$ cat src/include/ros_pkg.sv
// Constants and types shared by the radio operating-state controller.
package ros_pkg;

    // Clock rate and the settling time allowed for the local oscillator lock.
    localparam int CLK_PERIOD_NS = 10;
    localparam int LOCK_TIME_NS  = 500;
    localparam int LOCK_CYCLES   = (LOCK_TIME_NS + CLK_PERIOD_NS - 1) / CLK_PERIOD_NS;
    localparam int LOCK_CNT_W    = 16;

    // Widths of the command code and the general-purpose pin group.
    localparam int CMD_W  = 3;
    localparam int GPIO_W = 4;

    // Command codes carried by a decoded host command.
    localparam logic [CMD_W-1:0] CMD_NOP     = 3'h0;
    localparam logic [CMD_W-1:0] CMD_READY   = 3'h1;
    localparam logic [CMD_W-1:0] CMD_LOCK    = 3'h2;
    localparam logic [CMD_W-1:0] CMD_TX      = 3'h3;
    localparam logic [CMD_W-1:0] CMD_RX      = 3'h4;
    localparam logic [CMD_W-1:0] CMD_SLEEP   = 3'h5;
    localparam logic [CMD_W-1:0] CMD_STANDBY = 3'h6;

    // Operating states.
    typedef enum logic [2:0] {
        ST_SHUTDOWN,
        ST_READY,
        ST_LOCK,
        ST_TX,
        ST_RX,
        ST_SLEEP,
        ST_STANDBY
    } ros_state_e;

    // Radio activity still to be entered once the lock step is over.
    typedef enum logic [1:0] {
        GOAL_NONE,
        GOAL_TX,
        GOAL_RX
    } ros_goal_e;

endpackage

$ cat src/verilog/ros_state_ctrl.sv
// Operating-state controller of the sub-GHz transceiver.
`timescale 1ns/1ps
`default_nettype none

module ros_state_ctrl
    import ros_pkg::*;
#(
    parameter int LOCK_CYCLES_P = LOCK_CYCLES
) (
    input  wire logic              mclk_in,
    input  wire logic              rst_in,
    input  wire logic              shutdown_control_pin_in,
    input  wire logic              cmd_valid_in,
    input  wire logic [CMD_W-1:0]  cmd_code_in,
    input  wire logic              cfg_write_in,
    input  wire logic              data_write_in,
    input  wire logic [GPIO_W-1:0] gpio_drive_in,
    input  wire logic [GPIO_W-1:0] gpio_en_in,
    input  wire logic              spi_miso_drive_in,
    output logic [2:0]             state_out,
    output logic                   cmd_taken_out,
    output logic                   cmd_ignored_out,
    output logic                   crystal_reference_oscillator_on_out,
    output logic                   local_oscillator_signal_on_out,
    output logic                   lock_settled_out,
    output logic                   tx_on_out,
    output logic                   rx_on_out,
    output logic [GPIO_W-1:0]      gpio_out,
    output logic [GPIO_W-1:0]      gpio_oe_out,
    output logic                   spi_miso_out,
    output logic                   spi_miso_oe_out,
    output logic                   config_valid_out,
    output logic                   data_valid_out
);

    ros_state_e            state;
    ros_state_e            next_state;
    ros_goal_e             goal;
    ros_goal_e             next_goal;
    logic [LOCK_CNT_W-1:0] lock_cnt;
    logic [LOCK_CNT_W-1:0] next_lock_cnt;
    logic                  lock_settled;
    logic                  next_lock_settled;

    // Which commands each state accepts.
    function automatic logic cmd_allowed(input ros_state_e st, input logic [CMD_W-1:0] cmd);
        logic ok;
        ok = 1'b0;
        case (st)
            ST_READY:   ok = (cmd == CMD_LOCK) || (cmd == CMD_TX) || (cmd == CMD_RX) ||
                             (cmd == CMD_SLEEP) || (cmd == CMD_STANDBY);
            ST_LOCK:    ok = (cmd == CMD_READY) || (cmd == CMD_LOCK) ||
                             (cmd == CMD_TX) || (cmd == CMD_RX);
            ST_TX:      ok = (cmd == CMD_READY) || (cmd == CMD_LOCK) || (cmd == CMD_RX);
            ST_RX:      ok = (cmd == CMD_READY) || (cmd == CMD_LOCK) || (cmd == CMD_TX);
            ST_SLEEP:   ok = (cmd == CMD_READY);
            ST_STANDBY: ok = (cmd == CMD_READY);
            default:    ok = 1'b0;
        endcase
        return ok;
    endfunction

    // The crystal reference runs in every awake state that may need the synthesiser.
    function automatic logic ref_needed(input ros_state_e st);
        return (st == ST_READY) || (st == ST_LOCK) || (st == ST_TX) || (st == ST_RX);
    endfunction

    function automatic logic synth_needed(input ros_state_e st);
        return (st == ST_LOCK) || (st == ST_TX) || (st == ST_RX);
    endfunction

    wire logic pin_off    = shutdown_control_pin_in;
    wire logic cmd_legal  = cmd_allowed(state, cmd_code_in);
    wire logic cmd_accept = cmd_valid_in && !pin_off && cmd_legal;
    wire logic cmd_refuse = cmd_valid_in && !pin_off && !cmd_legal && (state != ST_SHUTDOWN);
    wire logic lock_last  = (lock_cnt == LOCK_CNT_W'(LOCK_CYCLES_P - 1));
    wire logic powered    = (next_state != ST_SHUTDOWN);

    always_comb begin
        next_state = state;
        if (pin_off) begin
            next_state = ST_SHUTDOWN;
        end else if (state == ST_SHUTDOWN) begin
            next_state = ST_READY;
        end else if (cmd_accept) begin
            case (cmd_code_in)
                CMD_READY:   next_state = ST_READY;
                CMD_LOCK:    next_state = ST_LOCK;
                // A swap between TX and RX is routed into LOCK first.
                CMD_TX:      next_state = ST_LOCK;
                CMD_RX:      next_state = ST_LOCK;
                CMD_SLEEP:   next_state = ST_SLEEP;
                CMD_STANDBY: next_state = ST_STANDBY;
                default:     next_state = state;
            endcase
        end else if ((state == ST_LOCK) && lock_settled && (goal == GOAL_TX)) begin
            next_state = ST_TX;
        end else if ((state == ST_LOCK) && lock_settled && (goal == GOAL_RX)) begin
            next_state = ST_RX;
        end
    end

    // A plain lock command drops any pending activity, so the device parks in LOCK.
    always_comb begin
        next_goal = goal;
        if (cmd_accept && (cmd_code_in == CMD_TX)) begin
            next_goal = GOAL_TX;
        end else if (cmd_accept && (cmd_code_in == CMD_RX)) begin
            next_goal = GOAL_RX;
        end else if (cmd_accept && (cmd_code_in == CMD_LOCK)) begin
            next_goal = GOAL_NONE;
        end
        if (next_state != ST_LOCK) begin
            next_goal = GOAL_NONE;
        end
    end

    // Every entry into LOCK restarts the settling count, so a swap always relocks.
    always_comb begin
        next_lock_cnt  = '0;
        next_lock_settled = 1'b0;
        if ((next_state == ST_TX) || (next_state == ST_RX)) begin
            next_lock_settled = 1'b1;
        end else if ((state == ST_LOCK) && (next_state == ST_LOCK)) begin
            // Staying in LOCK keeps the count, so a new goal waits only for the rest.
            next_lock_settled = lock_settled || lock_last;
            next_lock_cnt  = (lock_settled || lock_last) ? lock_cnt : lock_cnt + 1'b1;
        end
    end

    always_ff @(posedge mclk_in or posedge rst_in) begin
        if (rst_in) begin
            state        <= ST_SHUTDOWN;
            goal         <= GOAL_NONE;
            lock_cnt     <= '0;
            lock_settled <= 1'b0;
        end else begin
            state        <= next_state;
            goal         <= next_goal;
            lock_cnt     <= next_lock_cnt;
            lock_settled <= next_lock_settled;
        end
    end

    always_ff @(posedge mclk_in or posedge rst_in) begin
        if (rst_in) begin
            cmd_taken_out   <= 1'b0;
            cmd_ignored_out <= 1'b0;
        end else begin
            cmd_taken_out   <= cmd_accept;
            cmd_ignored_out <= cmd_refuse;
        end
    end

    always_ff @(posedge mclk_in or posedge rst_in) begin
        if (rst_in) begin
            crystal_reference_oscillator_on_out <= 1'b0;
            local_oscillator_signal_on_out      <= 1'b0;
            lock_settled_out                    <= 1'b0;
            tx_on_out                           <= 1'b0;
            rx_on_out                           <= 1'b0;
        end else begin
            crystal_reference_oscillator_on_out <= ref_needed(next_state);
            local_oscillator_signal_on_out      <= synth_needed(next_state);
            lock_settled_out                    <= next_lock_settled;
            tx_on_out                           <= (next_state == ST_TX);
            rx_on_out                           <= (next_state == ST_RX);
        end
    end

    // Pin drivers are released from the same edge that enters shutdown.
    always_ff @(posedge mclk_in or posedge rst_in) begin
        if (rst_in) begin
            gpio_out        <= '0;
            gpio_oe_out     <= '0;
            spi_miso_out    <= 1'b0;
            spi_miso_oe_out <= 1'b0;
        end else begin
            gpio_out        <= powered ? gpio_drive_in : '0;
            gpio_oe_out     <= powered ? gpio_en_in : '0;
            spi_miso_out    <= powered && spi_miso_drive_in;
            spi_miso_oe_out <= powered;
        end
    end

    // With no supply nothing is retained; sleep and standby keep everything.
    always_ff @(posedge mclk_in or posedge rst_in) begin
        if (rst_in) begin
            config_valid_out <= 1'b0;
            data_valid_out   <= 1'b0;
        end else begin
            config_valid_out <= powered && (config_valid_out || cfg_write_in);
            data_valid_out   <= powered && (data_valid_out || data_write_in);
        end
    end

    // The state code leaves straight from the state register.
    assign state_out = state;

    chk_shutdown_entry: assert property (@(posedge mclk_in) disable iff (rst_in)
        pin_off |=> (state == ST_SHUTDOWN) && !crystal_reference_oscillator_on_out)
        else $error("Shutdown pin did not force shutdown.");

    chk_config_lost: assert property (@(posedge mclk_in) disable iff (rst_in)
        (state == ST_SHUTDOWN) |-> !config_valid_out && !data_valid_out)
        else $error("Stored contents survived shutdown.");

    chk_shutdown_hiz: assert property (@(posedge mclk_in) disable iff (rst_in)
        pin_off |=> (gpio_oe_out == '0) && !spi_miso_oe_out)
        else $error("Outputs driven during shutdown.");

    chk_release_ready: assert property (@(posedge mclk_in) disable iff (rst_in)
        ((state == ST_SHUTDOWN) && !pin_off) |=>
            (state == ST_READY) && crystal_reference_oscillator_on_out)
        else $error("Release from shutdown did not reach ready.");

    chk_lock_settle: assert property (@(posedge mclk_in) disable iff (rst_in)
        $rose(lock_settled) && (state == ST_LOCK) |->
            ($past(lock_cnt) == LOCK_CNT_W'(LOCK_CYCLES_P - 1)))
        else $error("Lock reported before settling time.");

    chk_no_direct_swap: assert property (@(posedge mclk_in) disable iff (rst_in)
        ((state == ST_TX) |=> (state != ST_RX)) and ((state == ST_RX) |=> (state != ST_TX)))
        else $error("Direct swap between transmit and receive.");

    chk_tx_via_lock: assert property (@(posedge mclk_in) disable iff (rst_in)
        ((state == ST_READY) && cmd_valid_in && (cmd_code_in == CMD_TX) && !pin_off) |=>
            (state == ST_LOCK) && (goal == GOAL_TX) && local_oscillator_signal_on_out)
        else $error("Transmit command did not enter lock.");

    chk_lock_finish: assert property (@(posedge mclk_in) disable iff (rst_in)
        ((state == ST_LOCK) && lock_settled && (goal == GOAL_RX) && !cmd_valid_in && !pin_off)
            |=> (state == ST_RX) && rx_on_out)
        else $error("Locked step did not enter receive.");

    chk_sleep_from_ready: assert property (@(posedge mclk_in) disable iff (rst_in)
        ((state == ST_SLEEP) && ($past(state) != ST_SLEEP)) |-> ($past(state) == ST_READY))
        else $error("Sleep entered from a state other than ready.");

    chk_standby_keeps: assert property (@(posedge mclk_in) disable iff (rst_in)
        ((state == ST_STANDBY) && !pin_off && config_valid_out) |=> config_valid_out)
        else $error("Standby lost configuration.");

    chk_cmd_only: assert property (@(posedge mclk_in) disable iff (rst_in)
        ((state != next_state) && !pin_off && (state != ST_SHUTDOWN) && (state != ST_LOCK))
            |-> cmd_accept)
        else $error("State changed without a command.");

    chk_ignored_stays: assert property (@(posedge mclk_in) disable iff (rst_in)
        cmd_refuse |=> $stable(state) || ($past(state) == ST_LOCK))
        else $error("Refused command changed the state.");

    chk_ignored_flag: assert property (@(posedge mclk_in) disable iff (rst_in)
        cmd_refuse |=> cmd_ignored_out && !cmd_taken_out)
        else $error("Refused command not reported.");

    chk_lock_restart: assert property (@(posedge mclk_in) disable iff (rst_in)
        ((state != ST_LOCK) && (next_state == ST_LOCK)) |=> (lock_cnt == '0) && !lock_settled)
        else $error("Lock entry did not restart settling.");

    chk_tx_entry: assert property (@(posedge mclk_in) disable iff (rst_in)
        ((state == ST_TX) && ($past(state) != ST_TX)) |-> ($past(state) == ST_LOCK))
        else $error("Transmit entered without passing lock.");

    chk_rx_entry: assert property (@(posedge mclk_in) disable iff (rst_in)
        ((state == ST_RX) && ($past(state) != ST_RX)) |-> ($past(state) == ST_LOCK))
        else $error("Receive entered without passing lock.");

    chk_ready_return: assert property (@(posedge mclk_in) disable iff (rst_in)
        (((state == ST_TX) || (state == ST_RX)) && cmd_accept && (cmd_code_in == CMD_READY))
            |=> (state == ST_READY) && !tx_on_out && !rx_on_out)
        else $error("Activity did not return to ready.");

    chk_standby_entry: assert property (@(posedge mclk_in) disable iff (rst_in)
        ((state == ST_STANDBY) && ($past(state) != ST_STANDBY)) |-> ($past(state) == ST_READY))
        else $error("Standby entered from a state other than ready.");

    chk_standby_data: assert property (@(posedge mclk_in) disable iff (rst_in)
        ((state == ST_STANDBY) && !pin_off && data_valid_out) |=> data_valid_out)
        else $error("Standby lost stored data.");

    chk_taken_flag: assert property (@(posedge mclk_in) disable iff (rst_in)
        cmd_accept |=> cmd_taken_out && !cmd_ignored_out)
        else $error("Accepted command not reported.");

    chk_wake_drivers: assert property (@(posedge mclk_in) disable iff (rst_in)
        ((state == ST_SHUTDOWN) && !pin_off) |=> spi_miso_oe_out)
        else $error("Serial output not driven after wake.");

endmodule // ros_state_ctrl

`default_nettype wire
$ cat config.mk
export PLATFORM = sky130hd
export DESIGN_NAME = ros_state_ctrl
export DESIGN_NICKNAME = d
export VERILOG_FILES = /design/src/include/ros_pkg.sv /design/src/verilog/ros_state_ctrl.sv
export SDC_FILE = /design/constraint.sdc
export NUM_CORES = 1
export LEC_CHECK = 0
export BUFFER_PORTS_ARGS = -buffer_cell sky130_fd_sc_hd__buf_4
export CAP_MARGIN = 20
export CORE_MARGIN = 10
export CORE_UTILIZATION = 40
export DETAILED_ROUTE_END_ITERATION = 10
export HOLD_SLACK_MARGIN = 0.03
export PLACE_DENSITY_LB_ADDON = 0.3
export SLEW_MARGIN = 10
export SYNTH_ARGS = -nofsm -noshare
export SYNTH_HDL_FRONTEND = slang
export SYNTH_SLANG_ARGS = --single-unit
export TNS_END_PERCENT = 20
$ cat constraint.sdc
create_clock -name mclk_in -period 2.74 [get_ports mclk_in]
set_clock_uncertainty 0.2 [all_clocks]
set_input_delay 0.411 -clock mclk_in [delete_from_list [all_inputs] [get_ports mclk_in]]
set_output_delay 0.411 -clock mclk_in [all_outputs]
set_load 0.01 [all_outputs]
==> impl_metrics.json <==
{
  "synth_enable_flop_cells": 0,
  "final_core_utilization": 0.500,
  "drc": 0,
  "via_count": 1739,
  "die_width_um": 95.7,
  "postLayoutCellArea_um2": 2770,
  "grt_first_pass_wirelength_mm": 8.35,
  "post_synth_num_cell_types": 59,
  "ioPinCount": 40,
  "leakage_nw": 1.17,
  "timing.critical_path.fanout_max": 18,
  "cts.htree.levels": 2,
  "clk_pin_slew_worst_paths_ns": 0.07,
  "placement.setup.worst_slack_ns": 0.286,
  "timing_hold_violations_final": 0,
  "clock_tree.root_cell": "clkbuf_8",
  "syn-mean-instance-area_um2": 10.4,
  "clock_tree_from_tritoncts": "built",
  "synth_seq_cells": 40,
  "crit-reg2reg-capture": "lock_cnt[1]$_DFFE_PP0P_",
  "syn_inst": 220,
  "dp_hpwl_mm": 3.73,
  "synth_async_sr_flop_share": 1.00,
  "area_growth_pct": 20.9,
  "worstSetupEndpointType": "flip-flop",
  "grt_pass1_vias": 1695,
  "floorplan.die.height_um": 95.7,
  "maxClockFrequency_ghz": 0.405,
  "yosysSeqAreaShare": 0.437,
  "count_of_warnings_emitted_by_yosys": 0,
  "finish.net_count": 279,
  "routabilityCongestion": 0.906,
  "grt_max_degree": 41,
  "finalMaxSlewViolations": 0,
  "grt_use_total": 0.114,
  "holdBufCountCts": 0,
  "r2r.worst_path.cells": 7,
  "p_int_mw": 1.04,
  "tightest_slew_ns": 0.524,
  "critical_path_class": "flip-flop to flip-flop",
  "setup_viol_count_final": 0,
  "final_antenna_net_count": 0,
  "critical_path.startpoint_type": "flip-flop",
  "syn_area_um2": 2290,
  "insertion_delay_ns": 0.29,
  "peakVddDrop_mv": 0.206,
  "synthesis.nets": 240,
  "numCtsBuffers": 5,
  "die_area_um2": 9150,
  "overflow": 0,
  "final_min_period_over_clock_period": 0.902,
  "result_of_the_run": "completed",
  "grt_setup_unrepaired": "false",
  "number_of_buffers_between_clock_root_and_the_deepest_sink": 2,
  "switching_share": 0.230,
  "cpMaxStageDelayCell": "dfrtp_1",
  "worst_setup_margin_ns": 0.269,
  "r2r_slack_ns": 0.27,
  "drt-initial-drc-count": 58,
  "critical-path-max-stage-delay_ns": 0.65,
  "layout.cells.non_filler": 331,
  "cp_num_buf_inv": 1,
  "timing.hold.ws_ns": 0.0352,
  "critical_path.top_delay_family": "compound AO/OA/AOI/OAI gates",
  "power_frac_seq": 0.457,
  "detail_route.first_pass.iterations": 4,
  "cts.sinks": 40,
  "n_antenna_cell": 0,
  "power.clock.fraction": 0.408,
  "vias_per_cell": 5.25,
  "core_area_um2": 5540,
  "port_buffers": 39,
  "power-per-cell-area_nw_per_um2": 490,
  "p_comb_frac": 0.135,
  "antenna_found_initial": 0,
  "fraction_of_layout_cells_with_a_size_suffix_above_1": 0.320,
  "totalPowerFinal_mw": 1.36,
  "slew_headroom": 0.650,
  "tns_ns": 0,
  "cts_repair_resize_count": 0,
  "sw_pwr_uw": 312,
  "post-cts-setup-buffer-count": 0,
  "max_cap_violations": 0,
  "placed_area_um2": 2640,
  "start_util": 0.414,
  "finalCriticalPeriod_ns": 2.47,
  "routedWlPerCell_um": 15.1,
  "yosys_most_used_dff": "dfrtp_1",
  "placementRows": 27,
  "cp_data_arrival_time_ns": 2.45,
  "data_required_critical_path_ns": 2.72,
  "routed_wl_mm": 5.01,
  "crit_chain": "a21boi_1 > mux2i_1 > o21ai_2 > a311oi_2 > o32ai_4 > buf_12 > a2111oi_2",
  "critical_path.reg2reg.startpoint": "state_out[0]$_DFF_PP0_",
  "hold_path_class": "input port to asynchronous set/reset pin",
  "placed_cells_incl_taps": 324
}
## cell usage in the layout, fill, tap and decap left out, types with 4 or more instances in the layout
cell / n
nand3_1: 6
nand4_1: 5
nor2b_1: 12
nand2_1: 16
o21ai_0: 4
nor3_2: 10
nor3_1: 11
a21oi_1: 4
xor2_1: 13
clkbuf_8: 5
nor2_1: 13
buf_4: 44
inv_1: 8
a31oi_1: 5
dfrtp_1: 40
## state kept, by name, indices dropped and copies added (netlist names), 2 cells and up
| register | flops |
|---|---|
| goal | 2 |
| state_out | 3 |
| gpio_out | 4 |
| lock_cnt | 16 |
| gpio_oe_out | 4 |
## cell type report
class	count	area [um2]
fill	520	2770
multi-input combinational	159	1170
sequential	40	1000
timing repair buffer	45	350
tap	72	90.1
clock buffer	5	68.8
clock inverter	2	60.1
inverter	8	30.0
## power groups by stage
stage               sequential, mW  combinational, mW  clock (mW)
floorplan                    0.634              0.115           0
global placement             0.632              0.184           0
detailed placement           0.632              0.185           0
CTS                          0.620              0.186       0.566
global route                 0.622              0.202       0.591
finish                       0.620              0.183       0.554
## per-layer routing
metal  global-route usage  share of wire
met2                0.183           0.47
met5                    0              0
met3               0.0306          0.057
met1                0.143           0.45
met4               0.0455          0.016
## worst reg2reg max path: cells and delay by family (launching register included)
family	cells	cell delay (ns)
compound gates	5	1.08
flops	1	0.65
mux	1	0.27
buf+inv	1	0.18
## synthesized netlist by cell type, drive strengths merged, types with 5 or more instances
library cell | instances | area, um2
inv | 8 | 30.0
nand3 | 7 | 40.0
nand2 | 17 | 66.3
nor3 | 21 | 155
dfrtp | 40 | 1000
a21oi | 6 | 37.5
xor2 | 13 | 114
o21ai | 6 | 33.8
a31oi | 6 | 43.8
buf | 10 | 80.1
nand4 | 5 | 31.3
nor2 | 14 | 55.1
nor2b | 12 | 75.1
## cell families after synthesis
family                   synth area share
adder cells (fa/ha/maj)            0.0109
multiplexers                       0.0279
flip-flops                          0.437
XOR/XNOR                           0.0612
AND/OR/NAND/NOR                     0.259
AO/OA/AOI/OAI                       0.151
buffers and inverters              0.0530
## worst max-delay path by stage
stage,from,endpoint,slack [ns],cells past startpoint
detailed placement,cmd_code_in[1],lock_cnt[1]$_DFFE_PP0P_,0.29,8
CTS,state_out[0]$_DFF_PP0_,lock_cnt[1]$_DFFE_PP0P_,0.28,7
global placement,cmd_code_in[1],lock_cnt[1]$_DFFE_PP0P_,0.36,8
finish,state_out[0]$_DFF_PP0_,lock_cnt[1]$_DFFE_PP0P_,0.27,7
global route,state_out[0]$_DFF_PP0_,lock_cnt[1]$_DFFE_PP0P_,0.14,7
floorplan,state_out[1]$_DFF_PP0_,lock_cnt[0]$_DFFE_PP0P_,0.52,8
Power figures use the tool's default switching activity.
